$ cat config.mk
export PLATFORM = sky130hd
export DESIGN_NAME = sfcal_ctrl
export DESIGN_NICKNAME = d
export VERILOG_FILES = /design/src/sfcal_pkg.sv /design/src/sfcal_rate_div.sv /design/src/sfcal_ctrl.sv
export VERILOG_INCLUDE_DIRS = /design/src /design/src/src
export SDC_FILE = /design/constraint.sdc
export NUM_CORES = 2
export LEC_CHECK = 0
export BUFFER_PORTS_ARGS = -buffer_cell sky130_fd_sc_hd__buf_4
export CAP_MARGIN = 0
export CORE_ASPECT_RATIO = 2
export CORE_MARGIN = 8
export CORE_UTILIZATION = 40
export CTS_CLUSTER_SIZE = 14
export DETAILED_ROUTE_END_ITERATION = 10
export PLACE_DENSITY = 0.63
export RECOVER_POWER = 25
export SLEW_MARGIN = 20
export SYNTH_ARGS = -nofsm -noshare
export SYNTH_HDL_FRONTEND = slang
export SYNTH_SLANG_ARGS = --single-unit
$ cat constraint.sdc
create_clock -name aclk -period 8.2 [get_ports aclk]
set_input_delay 0 -clock aclk [delete_from_list [all_inputs] [get_ports aclk]]
set_output_delay 0 -clock aclk [all_outputs]
set_load 0.02 [all_outputs]
$ cat src/sfcal_defines.svh
`ifndef SFCAL_DEFINES_SVH
`define SFCAL_DEFINES_SVH

// ==========================================================================
// Register map, byte addresses on the AXI4-Lite port
`define SFCAL_ADDR_MODE      8'h00
`define SFCAL_ADDR_FILTER    8'h04
`define SFCAL_ADDR_STATUS    8'h08
`define SFCAL_ADDR_DATA      8'h0C
`define SFCAL_ADDR_GAIN0     8'h10
`define SFCAL_ADDR_GAIN1     8'h14

// ==========================================================================
// Operating mode encodings
`define SFCAL_MD_IDLE        3'h0
`define SFCAL_MD_CONT        3'h1
`define SFCAL_MD_SINGLE      3'h2
`define SFCAL_MD_SYS_FS      3'h7

// ==========================================================================
// Reset values
`define SFCAL_MODE_RST       7'h00
`define SFCAL_RATE_RST       12'h010
`define SFCAL_CHOP_RST       1'h1
`define SFCAL_GAIN_RST       24'h800000
`define SFCAL_DATA_RST       24'h000000

// ==========================================================================
// Timing counts
`define SFCAL_MOD_DIV        6'h20
`define SFCAL_CAL_PER_CHOP   5'h16
`define SFCAL_CAL_PER_NOCHOP 5'h18

// ==========================================================================
// Full-scale acceptance limits, 1.05 x nominal, in microvolt codes
`define SFCAL_FS_LIM_10MV    24'h002904
`define SFCAL_FS_LIM_20MV    24'h005208
`define SFCAL_FS_LIM_40MV    24'h00A410
`define SFCAL_FS_LIM_80MV    24'h014820

// ==========================================================================
// Data path slicing and bus responses
`define SFCAL_PROD_LSB       23
`define SFCAL_PROD_MSB       46
`define SFCAL_RESP_OKAY      2'h0
`define SFCAL_RESP_SLVERR    2'h2

`endif

$ cat src/sfcal_pkg.sv
package sfcal_pkg;

   // =======================================================================
   // Controller states, Gray coded along idle, arm, calibrate
   typedef enum logic [1:0] {
      SFCAL_IDLE = 2'h0,
      SFCAL_ARM  = 2'h1,
      SFCAL_CAL  = 2'h3
   } sfcal_state_t;

   // =======================================================================
   // Mode register, low seven bits of the word
   typedef struct packed {
      logic channel;
      logic ac_excitation_select;
      logic input_range_bit1;
      logic input_range_bit0;
      logic operating_mode_bit2;
      logic operating_mode_bit1;
      logic operating_mode_bit0;
   } sfcal_mode_t;

   // Filter register: rate divider above the chop bit.
   typedef struct packed {
      logic [11:0] rate_div;
      logic        chop_enable;
   } sfcal_filter_t;

   // Status register, read only.
   typedef struct packed {
      sfcal_state_t state;
      logic         gain_cal1;
      logic         gain_cal0;
      logic         range_err;
      logic         ready_n;
   } sfcal_status_t;

   // Control bundle toward the analog front end.
   typedef struct packed {
      logic [1:0] pga_range;
      logic       ac_excitation;
      logic       chop_phase;
      logic       channel;
      logic       cal_active;
   } sfcal_afe_ctl_t;

endpackage : sfcal_pkg

$ cat src/sfcal_rate_div.sv
`timescale 1ns/100ps

// ==========================================================================
// Enable-pulse divider: one tick every period enabled cycles.
module sfcal_rate_div #(
   parameter int W = 6
) (
   input  wire logic         aclk,
   input  wire logic         aresetn,
   input  wire logic         clr,
   input  wire logic         en,
   input  wire logic [W-1:0] period,
   output logic              tick
);
   logic [W-1:0] cnt_q;
   logic         last;

   // A period of zero behaves as one so the divider never stalls.
   assign last = (cnt_q >= period - W'(1)) || (period == '0);
   assign tick = en && last && !clr;

   always_ff @(posedge aclk)
   begin
      if (!aresetn || clr)
      begin
         cnt_q <= '0;
      end
      else if (en)
      begin
         cnt_q <= last ? '0 : cnt_q + W'(1);
      end
   end
endmodule : sfcal_rate_div

$ cat src/sfcal_ctrl.sv
// Chosen here: the register offsets and register access over AXI4-Lite.
`timescale 1ns/100ps
`include "sfcal_defines.svh"

module sfcal_ctrl
   import sfcal_pkg::*;
(
   input  wire logic        aclk,
   input  wire logic        aresetn,
   input  wire logic [7:0]  s_axi_awaddr,
   input  wire logic [2:0]  s_axi_awprot,
   input  wire logic        s_axi_awvalid,
   output logic             s_axi_awready,
   input  wire logic [31:0] s_axi_wdata,
   input  wire logic [3:0]  s_axi_wstrb,
   input  wire logic        s_axi_wvalid,
   output logic             s_axi_wready,
   output logic [1:0]       s_axi_bresp,
   output logic             s_axi_bvalid,
   input  wire logic        s_axi_bready,
   input  wire logic [7:0]  s_axi_araddr,
   input  wire logic [2:0]  s_axi_arprot,
   input  wire logic        s_axi_arvalid,
   output logic             s_axi_arready,
   output logic [31:0]      s_axi_rdata,
   output logic [1:0]       s_axi_rresp,
   output logic             s_axi_rvalid,
   input  wire logic        s_axi_rready,
   input  wire logic [23:0] afe_sample,
   output logic             ready_n,
   output sfcal_afe_ctl_t   afe_ctl,
   output logic             mclk_out
);

   localparam int MOD_WAIT = 34;

   // ======================================================================
   // Register state
   sfcal_state_t  state_q;
   sfcal_mode_t   mode_q;
   sfcal_filter_t filt_q;
   logic [23:0]   gain_q [2];
   logic [23:0]   data_q;
   logic [1:0]    gain_cal_q;
   logic          range_err_q;
   logic          ready_n_q;
   logic          chop_ph_q;
   logic [4:0]    per_cnt_q;
   sfcal_afe_ctl_t afe_q;

   logic          aw_hold_q;
   logic          w_hold_q;
   logic [7:0]    awaddr_q;
   logic [31:0]   wdata_q;
   logic [3:0]    wstrb_q;
   logic          bvalid_q;
   logic [1:0]    bresp_q;
   logic          rvalid_q;
   logic [31:0]   rdata_q;
   logic [1:0]    rresp_q;

   logic          mod_tick;
   logic          out_tick;
   logic          cal_start;
   logic          cal_done;
   logic          wr_fire;
   logic          wr_mode;
   logic          cal_cmd;
   logic          conv_upd;
   logic [2:0]    md;
   logic [4:0]    cal_target;
   logic [23:0]   fs_limit;
   logic [47:0]   prod;
   logic [31:0]   mode_new;
   logic [31:0]   filt_new;
   logic [31:0]   gain0_new;
   logic [31:0]   gain1_new;

   function automatic logic [31:0] sfcal_merge(input logic [31:0] old_v,
                                               input logic [31:0] new_v,
                                               input logic [3:0]  strb);
      logic [31:0] res;
      res = old_v;
      for (int i = 0; i < 4; i++)
      begin
         if (strb[i])
         begin
            res[i*8 +: 8] = new_v[i*8 +: 8];
         end
      end
      return res;
   endfunction : sfcal_merge

   // ======================================================================
   // Time base: modulator rate is the master clock over 32, and the output
   // rate divides that again, so every duration follows the clock.
   assign mclk_out = aclk;

   sfcal_rate_div #(.W(6)) u_mod_div (
      .aclk    (aclk),
      .aresetn (aresetn),
      .clr     (1'b0),
      .en      (1'b1),
      .period  (`SFCAL_MOD_DIV),
      .tick    (mod_tick)
   );

   // Restarting the output divider at calibration start keeps the
   // calibration an exact number of output periods.
   sfcal_rate_div #(.W(12)) u_out_div (
      .aclk    (aclk),
      .aresetn (aresetn),
      .clr     (cal_start),
      .en      (mod_tick),
      .period  (filt_q.rate_div),
      .tick    (out_tick)
   );

   // ======================================================================
   // AXI4-Lite slave
   assign s_axi_awready = !aw_hold_q && !bvalid_q;
   assign s_axi_wready  = !w_hold_q && !bvalid_q;
   assign s_axi_bvalid  = bvalid_q;
   assign s_axi_bresp   = bresp_q;
   assign s_axi_arready = !rvalid_q;
   assign s_axi_rvalid  = rvalid_q;
   assign s_axi_rdata   = rdata_q;
   assign s_axi_rresp   = rresp_q;

   assign wr_fire  = aw_hold_q && w_hold_q && !bvalid_q;
   assign wr_mode  = wr_fire && (awaddr_q == `SFCAL_ADDR_MODE);
   assign mode_new = sfcal_merge({25'h0000000, mode_q}, wdata_q, wstrb_q);
   assign filt_new = sfcal_merge({19'h00000, filt_q}, wdata_q, wstrb_q);
   assign gain0_new = sfcal_merge({8'h00, gain_q[0]}, wdata_q, wstrb_q);
   assign gain1_new = sfcal_merge({8'h00, gain_q[1]}, wdata_q, wstrb_q);
   // Mode writes are refused while a calibration is armed or running.
   assign cal_cmd  = wr_mode && (state_q == SFCAL_IDLE)
                     && (mode_new[2:0] == `SFCAL_MD_SYS_FS);

   always_ff @(posedge aclk)
   begin
      if (!aresetn)
      begin
         aw_hold_q <= 1'b0;
         w_hold_q  <= 1'b0;
         awaddr_q  <= 8'h00;
         wdata_q   <= 32'h00000000;
         wstrb_q   <= 4'h0;
         bvalid_q  <= 1'b0;
         bresp_q   <= `SFCAL_RESP_OKAY;
      end
      else
      begin
         if (s_axi_awvalid && s_axi_awready)
         begin
            aw_hold_q <= 1'b1;
            awaddr_q  <= s_axi_awaddr;
         end
         if (s_axi_wvalid && s_axi_wready)
         begin
            w_hold_q <= 1'b1;
            wdata_q  <= s_axi_wdata;
            wstrb_q  <= s_axi_wstrb;
         end
         if (wr_fire)
         begin
            aw_hold_q <= 1'b0;
            w_hold_q  <= 1'b0;
            bvalid_q  <= 1'b1;
            case (awaddr_q)
               `SFCAL_ADDR_MODE, `SFCAL_ADDR_FILTER,
               `SFCAL_ADDR_GAIN0, `SFCAL_ADDR_GAIN1: bresp_q <= `SFCAL_RESP_OKAY;
               default:                               bresp_q <= `SFCAL_RESP_SLVERR;
            endcase
         end
         else if (bvalid_q && s_axi_bready)
         begin
            bvalid_q <= 1'b0;
         end
      end
   end

   always_ff @(posedge aclk)
   begin
      if (!aresetn)
      begin
         rvalid_q <= 1'b0;
         rdata_q  <= 32'h00000000;
         rresp_q  <= `SFCAL_RESP_OKAY;
      end
      else if (s_axi_arvalid && !rvalid_q)
      begin
         rvalid_q <= 1'b1;
         rresp_q  <= `SFCAL_RESP_OKAY;
         case (s_axi_araddr)
            `SFCAL_ADDR_MODE:   rdata_q <= {25'h0000000, mode_q};
            `SFCAL_ADDR_FILTER: rdata_q <= {19'h00000, filt_q};
            `SFCAL_ADDR_STATUS: rdata_q <= {26'h0000000, state_q, gain_cal_q,
                                            range_err_q, ready_n_q};
            `SFCAL_ADDR_DATA:   rdata_q <= {8'h00, data_q};
            `SFCAL_ADDR_GAIN0:  rdata_q <= {8'h00, gain_q[0]};
            `SFCAL_ADDR_GAIN1:  rdata_q <= {8'h00, gain_q[1]};
            default:
            begin
               rdata_q <= 32'h00000000;
               rresp_q <= `SFCAL_RESP_SLVERR;
            end
         endcase
      end
      else if (rvalid_q && s_axi_rready)
      begin
         rvalid_q <= 1'b0;
      end
   end

   // ======================================================================
   // Calibration sequencer
   assign md         = mode_q[2:0];
   assign cal_start  = (state_q == SFCAL_ARM) && mod_tick;
   assign cal_target = filt_q.chop_enable ? `SFCAL_CAL_PER_CHOP
                                          : `SFCAL_CAL_PER_NOCHOP;
   assign cal_done   = (state_q == SFCAL_CAL) && out_tick
                       && (per_cnt_q + 5'h01 == cal_target);

   always_ff @(posedge aclk)
   begin
      if (!aresetn)
      begin
         state_q   <= SFCAL_IDLE;
         per_cnt_q <= 5'h00;
      end
      else
      begin
         case (state_q)
            SFCAL_IDLE:
            begin
               per_cnt_q <= 5'h00;
               if (cal_cmd)
               begin
                  state_q <= SFCAL_ARM;
               end
            end
            SFCAL_ARM:
            begin
               if (cal_start)
               begin
                  state_q <= SFCAL_CAL;
               end
            end
            SFCAL_CAL:
            begin
               if (cal_done)
               begin
                  state_q <= SFCAL_IDLE;
               end
               else if (out_tick)
               begin
                  per_cnt_q <= per_cnt_q + 5'h01;
               end
            end
            default: state_q <= SFCAL_IDLE;
         endcase
      end
   end

   // Mode register: hardware returns to idle after a calibration or a
   // single conversion; a host write in the same cycle as the conversion is the newer order.
   always_ff @(posedge aclk)
   begin
      if (!aresetn)
      begin
         mode_q <= `SFCAL_MODE_RST;
      end
      else if (wr_mode && (state_q == SFCAL_IDLE))
      begin
         mode_q <= mode_new[6:0];
      end
      else if (cal_done || (conv_upd && (md == `SFCAL_MD_SINGLE)))
      begin
         mode_q[2:0] <= `SFCAL_MD_IDLE;
      end
   end

   always_ff @(posedge aclk)
   begin
      if (!aresetn)
      begin
         filt_q <= {`SFCAL_RATE_RST, `SFCAL_CHOP_RST};
      end
      else if (wr_fire && (awaddr_q == `SFCAL_ADDR_FILTER))
      begin
         filt_q <= filt_new[12:0];
      end
   end

   // ======================================================================
   // Ready line
   always_ff @(posedge aclk)
   begin
      if (!aresetn)
      begin
         ready_n_q <= 1'b1;
      end
      else if (cal_start)
      begin
         ready_n_q <= 1'b1;
      end
      else if (cal_done || conv_upd)
      begin
         ready_n_q <= 1'b0;
      end
   end
   assign ready_n = ready_n_q;

   // ======================================================================
   // Coefficients: the point taken at the last period of the calibration is
   // checked against the range limit before it may replace the gain.
   always_comb
   begin
      case ({mode_q.input_range_bit1, mode_q.input_range_bit0})
         2'h0:    fs_limit = `SFCAL_FS_LIM_10MV;
         2'h1:    fs_limit = `SFCAL_FS_LIM_20MV;
         2'h2:    fs_limit = `SFCAL_FS_LIM_40MV;
         default: fs_limit = `SFCAL_FS_LIM_80MV;
      endcase
   end

   always_ff @(posedge aclk)
   begin
      if (!aresetn)
      begin
         gain_q[0]   <= `SFCAL_GAIN_RST;
         gain_q[1]   <= `SFCAL_GAIN_RST;
         gain_cal_q  <= 2'h0;
         range_err_q <= 1'b0;
      end
      else if (cal_start)
      begin
         range_err_q <= 1'b0;
      end
      else if (cal_done)
      begin
         if (afe_sample <= fs_limit)
         begin
            gain_q[mode_q.channel]     <= afe_sample;
            gain_cal_q[mode_q.channel] <= 1'b1;
         end
         else
         begin
            range_err_q <= 1'b1;
         end
      end
      else if (wr_fire && (state_q == SFCAL_IDLE) && (awaddr_q == `SFCAL_ADDR_GAIN0))
      begin
         gain_q[0] <= gain0_new[23:0];
      end
      else if (wr_fire && (state_q == SFCAL_IDLE) && (awaddr_q == `SFCAL_ADDR_GAIN1))
      begin
         gain_q[1] <= gain1_new[23:0];
      end
   end

   // ======================================================================
   // Conversions, never during calibration, so calibration leaves data alone.
   assign conv_upd = (state_q == SFCAL_IDLE) && out_tick
                     && ((md == `SFCAL_MD_CONT) || (md == `SFCAL_MD_SINGLE));
   assign prod     = afe_sample * gain_q[mode_q.channel];

   always_ff @(posedge aclk)
   begin
      if (!aresetn)
      begin
         data_q <= `SFCAL_DATA_RST;
      end
      else if (conv_upd)
      begin
         data_q <= prod[`SFCAL_PROD_MSB:`SFCAL_PROD_LSB];
      end
   end

   // ======================================================================
   // Analog front-end control
   always_ff @(posedge aclk)
   begin
      if (!aresetn || !filt_q.chop_enable)
      begin
         chop_ph_q <= 1'b0;
      end
      else if (mod_tick)
      begin
         chop_ph_q <= !chop_ph_q;
      end
   end

   always_ff @(posedge aclk)
   begin
      if (!aresetn)
      begin
         afe_q <= '0;
      end
      else
      begin
         afe_q.pga_range     <= {mode_q.input_range_bit1, mode_q.input_range_bit0};
         afe_q.ac_excitation <= mode_q.ac_excitation_select;
         afe_q.chop_phase    <= chop_ph_q;
         afe_q.channel       <= mode_q.channel;
         afe_q.cal_active    <= (state_q == SFCAL_CAL);
      end
   end
   assign afe_ctl = afe_q;

   // ======================================================================
   // Checks
   property p_cmd_ready;
      @(posedge aclk) disable iff (!aresetn)
      cal_cmd |-> ##[1:MOD_WAIT] (ready_n_q && state_q == SFCAL_CAL);
   endproperty
   a_cmd_ready: assert property (p_cmd_ready) else $error("ready not raised in time");

   property p_done_idle;
      @(posedge aclk) disable iff (!aresetn)
      cal_done |=> (md == `SFCAL_MD_IDLE) && (state_q == SFCAL_IDLE);
   endproperty
   a_done_idle: assert property (p_done_idle) else $error("mode not idle after cal");

   property p_done_ready;
      @(posedge aclk) disable iff (!aresetn)
      cal_done |=> !ready_n;
   endproperty
   a_done_ready: assert property (p_done_ready) else $error("ready not low after cal");

   property p_cal_ready_high;
      @(posedge aclk) disable iff (!aresetn)
      (state_q == SFCAL_CAL) |-> ready_n;
   endproperty
   a_cal_ready_high: assert property (p_cal_ready_high) else $error("ready low in cal");

   property p_cal_len;
      @(posedge aclk) disable iff (!aresetn)
      cal_done |-> (per_cnt_q == (filt_q.chop_enable ? (`SFCAL_CAL_PER_CHOP - 5'h01)
                                                     : (`SFCAL_CAL_PER_NOCHOP - 5'h01)));
   endproperty
   a_cal_len: assert property (p_cal_len) else $error("wrong calibration length");

   property p_data_hold;
      @(posedge aclk) disable iff (!aresetn)
      (state_q == SFCAL_CAL) |=> $stable(data_q);
   endproperty
   a_data_hold: assert property (p_data_hold) else $error("data changed in cal");

   property p_other_gain;
      @(posedge aclk) disable iff (!aresetn)
      (cal_done && !mode_q.channel) |=> $stable(gain_q[1]);
   endproperty
   a_other_gain: assert property (p_other_gain) else $error("other gain disturbed");

   property p_range_follow;
      @(posedge aclk) disable iff (!aresetn)
      (state_q == SFCAL_CAL) && $past(state_q == SFCAL_CAL)
         |-> afe_ctl.pga_range == $past({mode_q.input_range_bit1, mode_q.input_range_bit0});
   endproperty
   a_range_follow: assert property (p_range_follow) else $error("gain range mismatch");

   property p_single_idle;
      @(posedge aclk) disable iff (!aresetn)
      (conv_upd && md == `SFCAL_MD_SINGLE && !wr_mode) |=> (md == `SFCAL_MD_IDLE) && !ready_n;
   endproperty
   a_single_idle: assert property (p_single_idle) else $error("single conv not idle");

   property p_limit;
      @(posedge aclk) disable iff (!aresetn)
      (cal_done && afe_sample > fs_limit) |=> range_err_q && $stable(gain_q[0])
                                               && $stable(gain_q[1]);
   endproperty
   a_limit: assert property (p_limit) else $error("over-range point accepted");

endmodule : sfcal_ctrl

After elaboration in Yosys (flattened, before gate mapping)

Memory sizes are Yosys's and may differ from the RTL's. A register that Yosys moved wholly into a read port is not among the register bits.
Cells that the tools add are included.

Bits in registers: 155
RAM bits: 48
Word-level logic and storage cells: 185
Memories: 1

Add/subtract/negate cells: 4
Multipliers: 1
Order comparisons: 5
Equality and inequality tests: 21
Multiplexer cells: 52
Bitwise logic cells: 6
Reduce and logical (&&, ||, !) cells: 61

Memory list:

| name   | depth | bits a word | read ports | clocked after memory_dff | wr ports | line             | text |
|---|---|---|---|---|---|---|---|
| gain_q | 2     | 24          | 3          | 1                        | 2        | sfcal_ctrl.sv:42 | `logic [23:0] gain_q [2];` |

Operator list:

| cell                  | number |
|---|---|
| $pmux 24 s6           | 1 |
| $mux 24               | 3 |
| $pmux 17 s3           | 1 |
| $mux 8                | 6 |
| $mul 24x24->47        | 1 |
| $eq 8x5->1 const B    | 4 |
| $mux 1                | 26 |
| $logic_and 1x1->1     | 25 |
| $le 24x24->1          | 1 |
| $reduce_or 24->1      | 1 |
| $eq 8x3->1 const B    | 2 |
| $eq 8x4->1 const B    | 2 |
| $logic_not 8->1       | 2 |
| $add 12x1->12 const B | 1 |
| $ge 12x12->1          | 1 |
| $logic_not 12->1      | 1 |
| $mux 12               | 1 |
| $sub 12x1->12 const B | 1 |
| $mux 2                | 5 |
| $mux 5                | 2 |
| $pmux 5 s2            | 1 |
| $mux 3                | 3 |
| $reduce_and 3->1      | 3 |
| $logic_not 1->1       | 8 |
| other kinds (26)      | 48 |

Depth between registers and ports, before layout

Word-level depth: 13
Depth in mapped cells: 30
Depth with buffers taken out: 26

Modules after synthesis

A second synthesis with hierarchy kept.

Cells, all modules: 3135
Area, all modules: 28223.3 µm²

By module, submodules not included:

| module                     | instances | cells an instance | area an instance (µm²) | seq. area each (µm²) |
|---|---|---|---|---|
| sfcal_ctrl                 | 1         | 2956              | 26663.1                | 4003.8 |
| sfcal_rate_div (u_out_div) | 1         | 123               | 1057.3                 | 240.2 |
| sfcal_rate_div (u_mod_div) | 1         | 56                | 503.0                  | 120.1 |

==> flow_summary.toml <==
[status]
outcome = "completed"

[critical_path]
reg2reg_slack_ns = 0.31
cpPeakStageDelay_ns = 0.65
cp_max_fo = 24
cp-end-kind = "flip-flop"
cp_cell_sequence = "buf_12, mux2_2, buf_4, nand2_1, fa_1, fa_1, inv_1, fa_1, fa_1, fa_1, fa_1, inv_1, fa_1, inv_1, ha_1, a21oi_1, o21ai_0, a311oi_1, a311oi_4, a21oi_2, a21oi_4, a41o_2, mux2i_1, a311o_1"
worst_path_max_delay_cell = "mux2_2"
cp.buffers_inverters = 5
crit_family = "adder cells"
arrival_ns = 8.34
cp_common_cell = "fa_1"
cp-start-kind = "flip-flop"
cp.required_ns = 8.65
worstSetupPathType = "flip-flop to flip-flop"

[logic_synthesis]
synth_xor_area_frac = 0.0163
ys_top_cells_by_count = "inv_1 (580), fa_1 (480), nand2_1 (448), and2_1 (234), ha_1 (198)"
ys_seq_area_frac = 0.159
synth_ff_type = "dfxtp_1"
synth_area_leaders = "fa_1 (35%), dfxtp_1 (11%), ha_1 (9.0%), inv_1 (7.9%), nand2_1 (6.1%)"
yosys.area.top_type = "fa_1"
syn_avg_cell_area_um2 = 8.96
syn_area_mm2 = 0.0274
yosys_register_bits = 194
synth_adder_area_share = 0.441
yosysMostFrequentCell = "inv_1"
synth_warnings = 0
synth_compound_area_frac = 0.0832
syn_inst = 3060
synth_edf_count = 48
synth-simple-area-share = 0.174
synth_top_family_by_area = "adder cells"
yosysTopAreaCellShare = 0.351
synth.distinct_cells = 75
synthMuxAreaShare = 0.0210
asyncSetResetFlopFracSynth = 0

[routing]
routed_wirelength_um = 77300
wl_per_cell_um = 19.1
drtPass1Iterations = 10
via_per_inst = 5.28
drc = 0
first_iter_violations = 1147
antenna_left = 0
vias = 21300

[sta]
fin_skew_ns = 0.0121
fmax_mhz = 127
slew_violations = 0
hold_ws_ns = 0.0495
hold_violations = 0
tns_ns = 0
min_period_over_period = 0.962
max_slew_margin = 0.214
rsz0062_at_grt = "no"
fin_crit_ns = 7.89
worst_pin_slew_ns = 1.17
setup_viol = 0

[place]
dpl_cell_area_mm2 = 0.0291
routabilityCongestion = 0.880
hpwl_um = 58200
port_buffers = 112

[floorplanning]
die_y_um = 386
core_mm2 = 0.0682
fp-row-count = 136
pin_count = 138
dieWidth_um = 201
dieArea_mm2 = 0.0777
start_util = 0.402

[worst_hold_path]
hold_path.class = "input pin to flip-flop"
worstHoldStart = "afe_sample[1]"

[clocking]
cts_setup_buffers = 0
cts_tree = "yes"
insertion_delay_ns = 0.56
cts.repair.resized = 0
clk_pin_slew_ns = 0.07

[power_and_ir_drop]
p_comb_frac = 0.816
seqPwrFrac = 0.097
p_sw_mw = 5.72
p_int_mw = 4.83
pwr-share-clk = 0.087
power_density_mw_per_mm2 = 350
power_leakage_nw = 14.1
ir_drop_mv = 0.746
p_sw_frac = 0.542

[global_route]
grt_pass1_vias = 22500
grt-ovfl-total = 0
gr-usage-all-layers = 0.205
grt_max_degree = 80
grt_pass1_wl_um = 125000
antenna_found_initial = 3

[finish]
fin_area_mm2 = 0.0302
antenna_cells = 0
final.fill_count = 6698
synthToLayoutAreaGrowth_pct = 10.1
final_layout_size_suffix_gt1_frac = 0.0627
nets = 3896

[job]
cap_violations = 0
metal layers:
| metal | share of wire | up-vias | GRT usage | routed length [um] |
|---|---|---|---|---|
| li1 | - | 9586 | - | - |
| met1 | 0.41 | 10800 | 0.261 | 31300 |
| met2 | 0.49 | 799 | 0.349 | 38100 |
| met3 | 0.064 | 157 | 0.0281 | 4920 |
| met4 | 0.038 | 0 | 0.0770 | 2920 |
| met5 | 0 | - | 0 | 0 |
metrics by stage:
step	setup slack (ns)	cells	util	total power, mW
2_1_floorplan	0.789	3069	-	7.02
3_3_place_gp	0.497	3945	0.426	9.51
3_5_place_dp	0.383	3945	0.426	9.61
4_1_cts	0.354	4039	0.444	10.6
5_1_grt	0.00709	4039	0.442	11.6
6_report	0.312	4039	0.442	10.6
area by class of cell:
class                      instances  area (um^2)  area share
tap                              897         1120      0.0372
clock buffer                      23          547      0.0181
timing repair buffer             208         1590      0.0526
sequential                       194         4360       0.145
multi-input combinational       2123        20300       0.671
inverter                         581         2180      0.0723
clock inverter                    13          113     0.00373
worst register-to-register path, cell delays in order (launching register included):
cell,delay [ns]
dfxtp_1,0.36
buf_12,0.21
mux2_2,0.66
buf_4,0.30
nand2_1,0.08
fa_1,0.52
fa_1,0.55
inv_1,0.05
fa_1,0.48
fa_1,0.56
fa_1,0.43
fa_1,0.49
inv_1,0.05
fa_1,0.51
inv_1,0.05
ha_1,0.37
a21oi_1,0.19
o21ai_0,0.17
a311oi_1,0.41
a311oi_4,0.10
a21oi_2,0.39
a21oi_4,0.13
a41o_2,0.30
mux2i_1,0.12
a311o_1,0.31
registers in the layout, summed over array words and instances, names as in the netlist, 6 cells and up, named ones only:
signal / flops
s_axi_rdata: 24
u_out_div.cnt_q: 12
u_mod_div.cnt_q: 6
gain_q: 48
wdata_q: 24
afe_ctl: 6
data_q: 24
filt_q: 13
awaddr_q: 8
cells in the final DEF, fill, tap and decap left out, drive strengths merged, types with 36 or more instances in the layout:
cell         netlist  layout
a21oi            142     142
a22o              36      36
and2             234     234
buf               18     111
clkbuf           153      61
dfxtp            146     146
dlygate4sd3        0      59
edfxtp            48      48
fa               480     480
ha               198     198
inv              581     588
nand2            448     448
nor2             119     119
nor2b             65      65
o21ai             38      38
kinds of logic after synthesis:
group	Yosys count
simple gates	994
other cells	1
buf+inv	752
xor+xnor	51
mux	49
fa+ha+maj	678
compound gates	341
flops	194
repair_timing:
item                                   in CTS  in global routing
endpoints found under the hold margin      53                  0
hold buffers                               59                  0
setup endpoints to repair                   0                  0
power by group through the flow:
stage / combinational [mW] / sequential, mW / clock [mW]
floorplan: 5.97 / 1.04 / 0.0142
global placement: 8.45 / 1.05 / 0.0142
detailed placement: 8.55 / 1.05 / 0.0142
CTS: 8.66 / 1.02 / 0.925
global route: 9.56 / 1.03 / 0.970
finish: 8.62 / 1.02 / 0.914
final timing paths:
| check | to | cells past startpoint |
|---|---|---|
| setup / recovery | data_q[17]$_SDFFE_PN0P_ | 24 |
| hold / removal | gain_q[0][1]$_DFFE_PP_ | 2 |
| setup reg to reg | data_q[17]$_SDFFE_PN0P_ | 24 |
| hold reg to reg | data_q[18]$_SDFFE_PN0P_ | 2 |
Note: power is estimated with default switching activity, not from simulation.
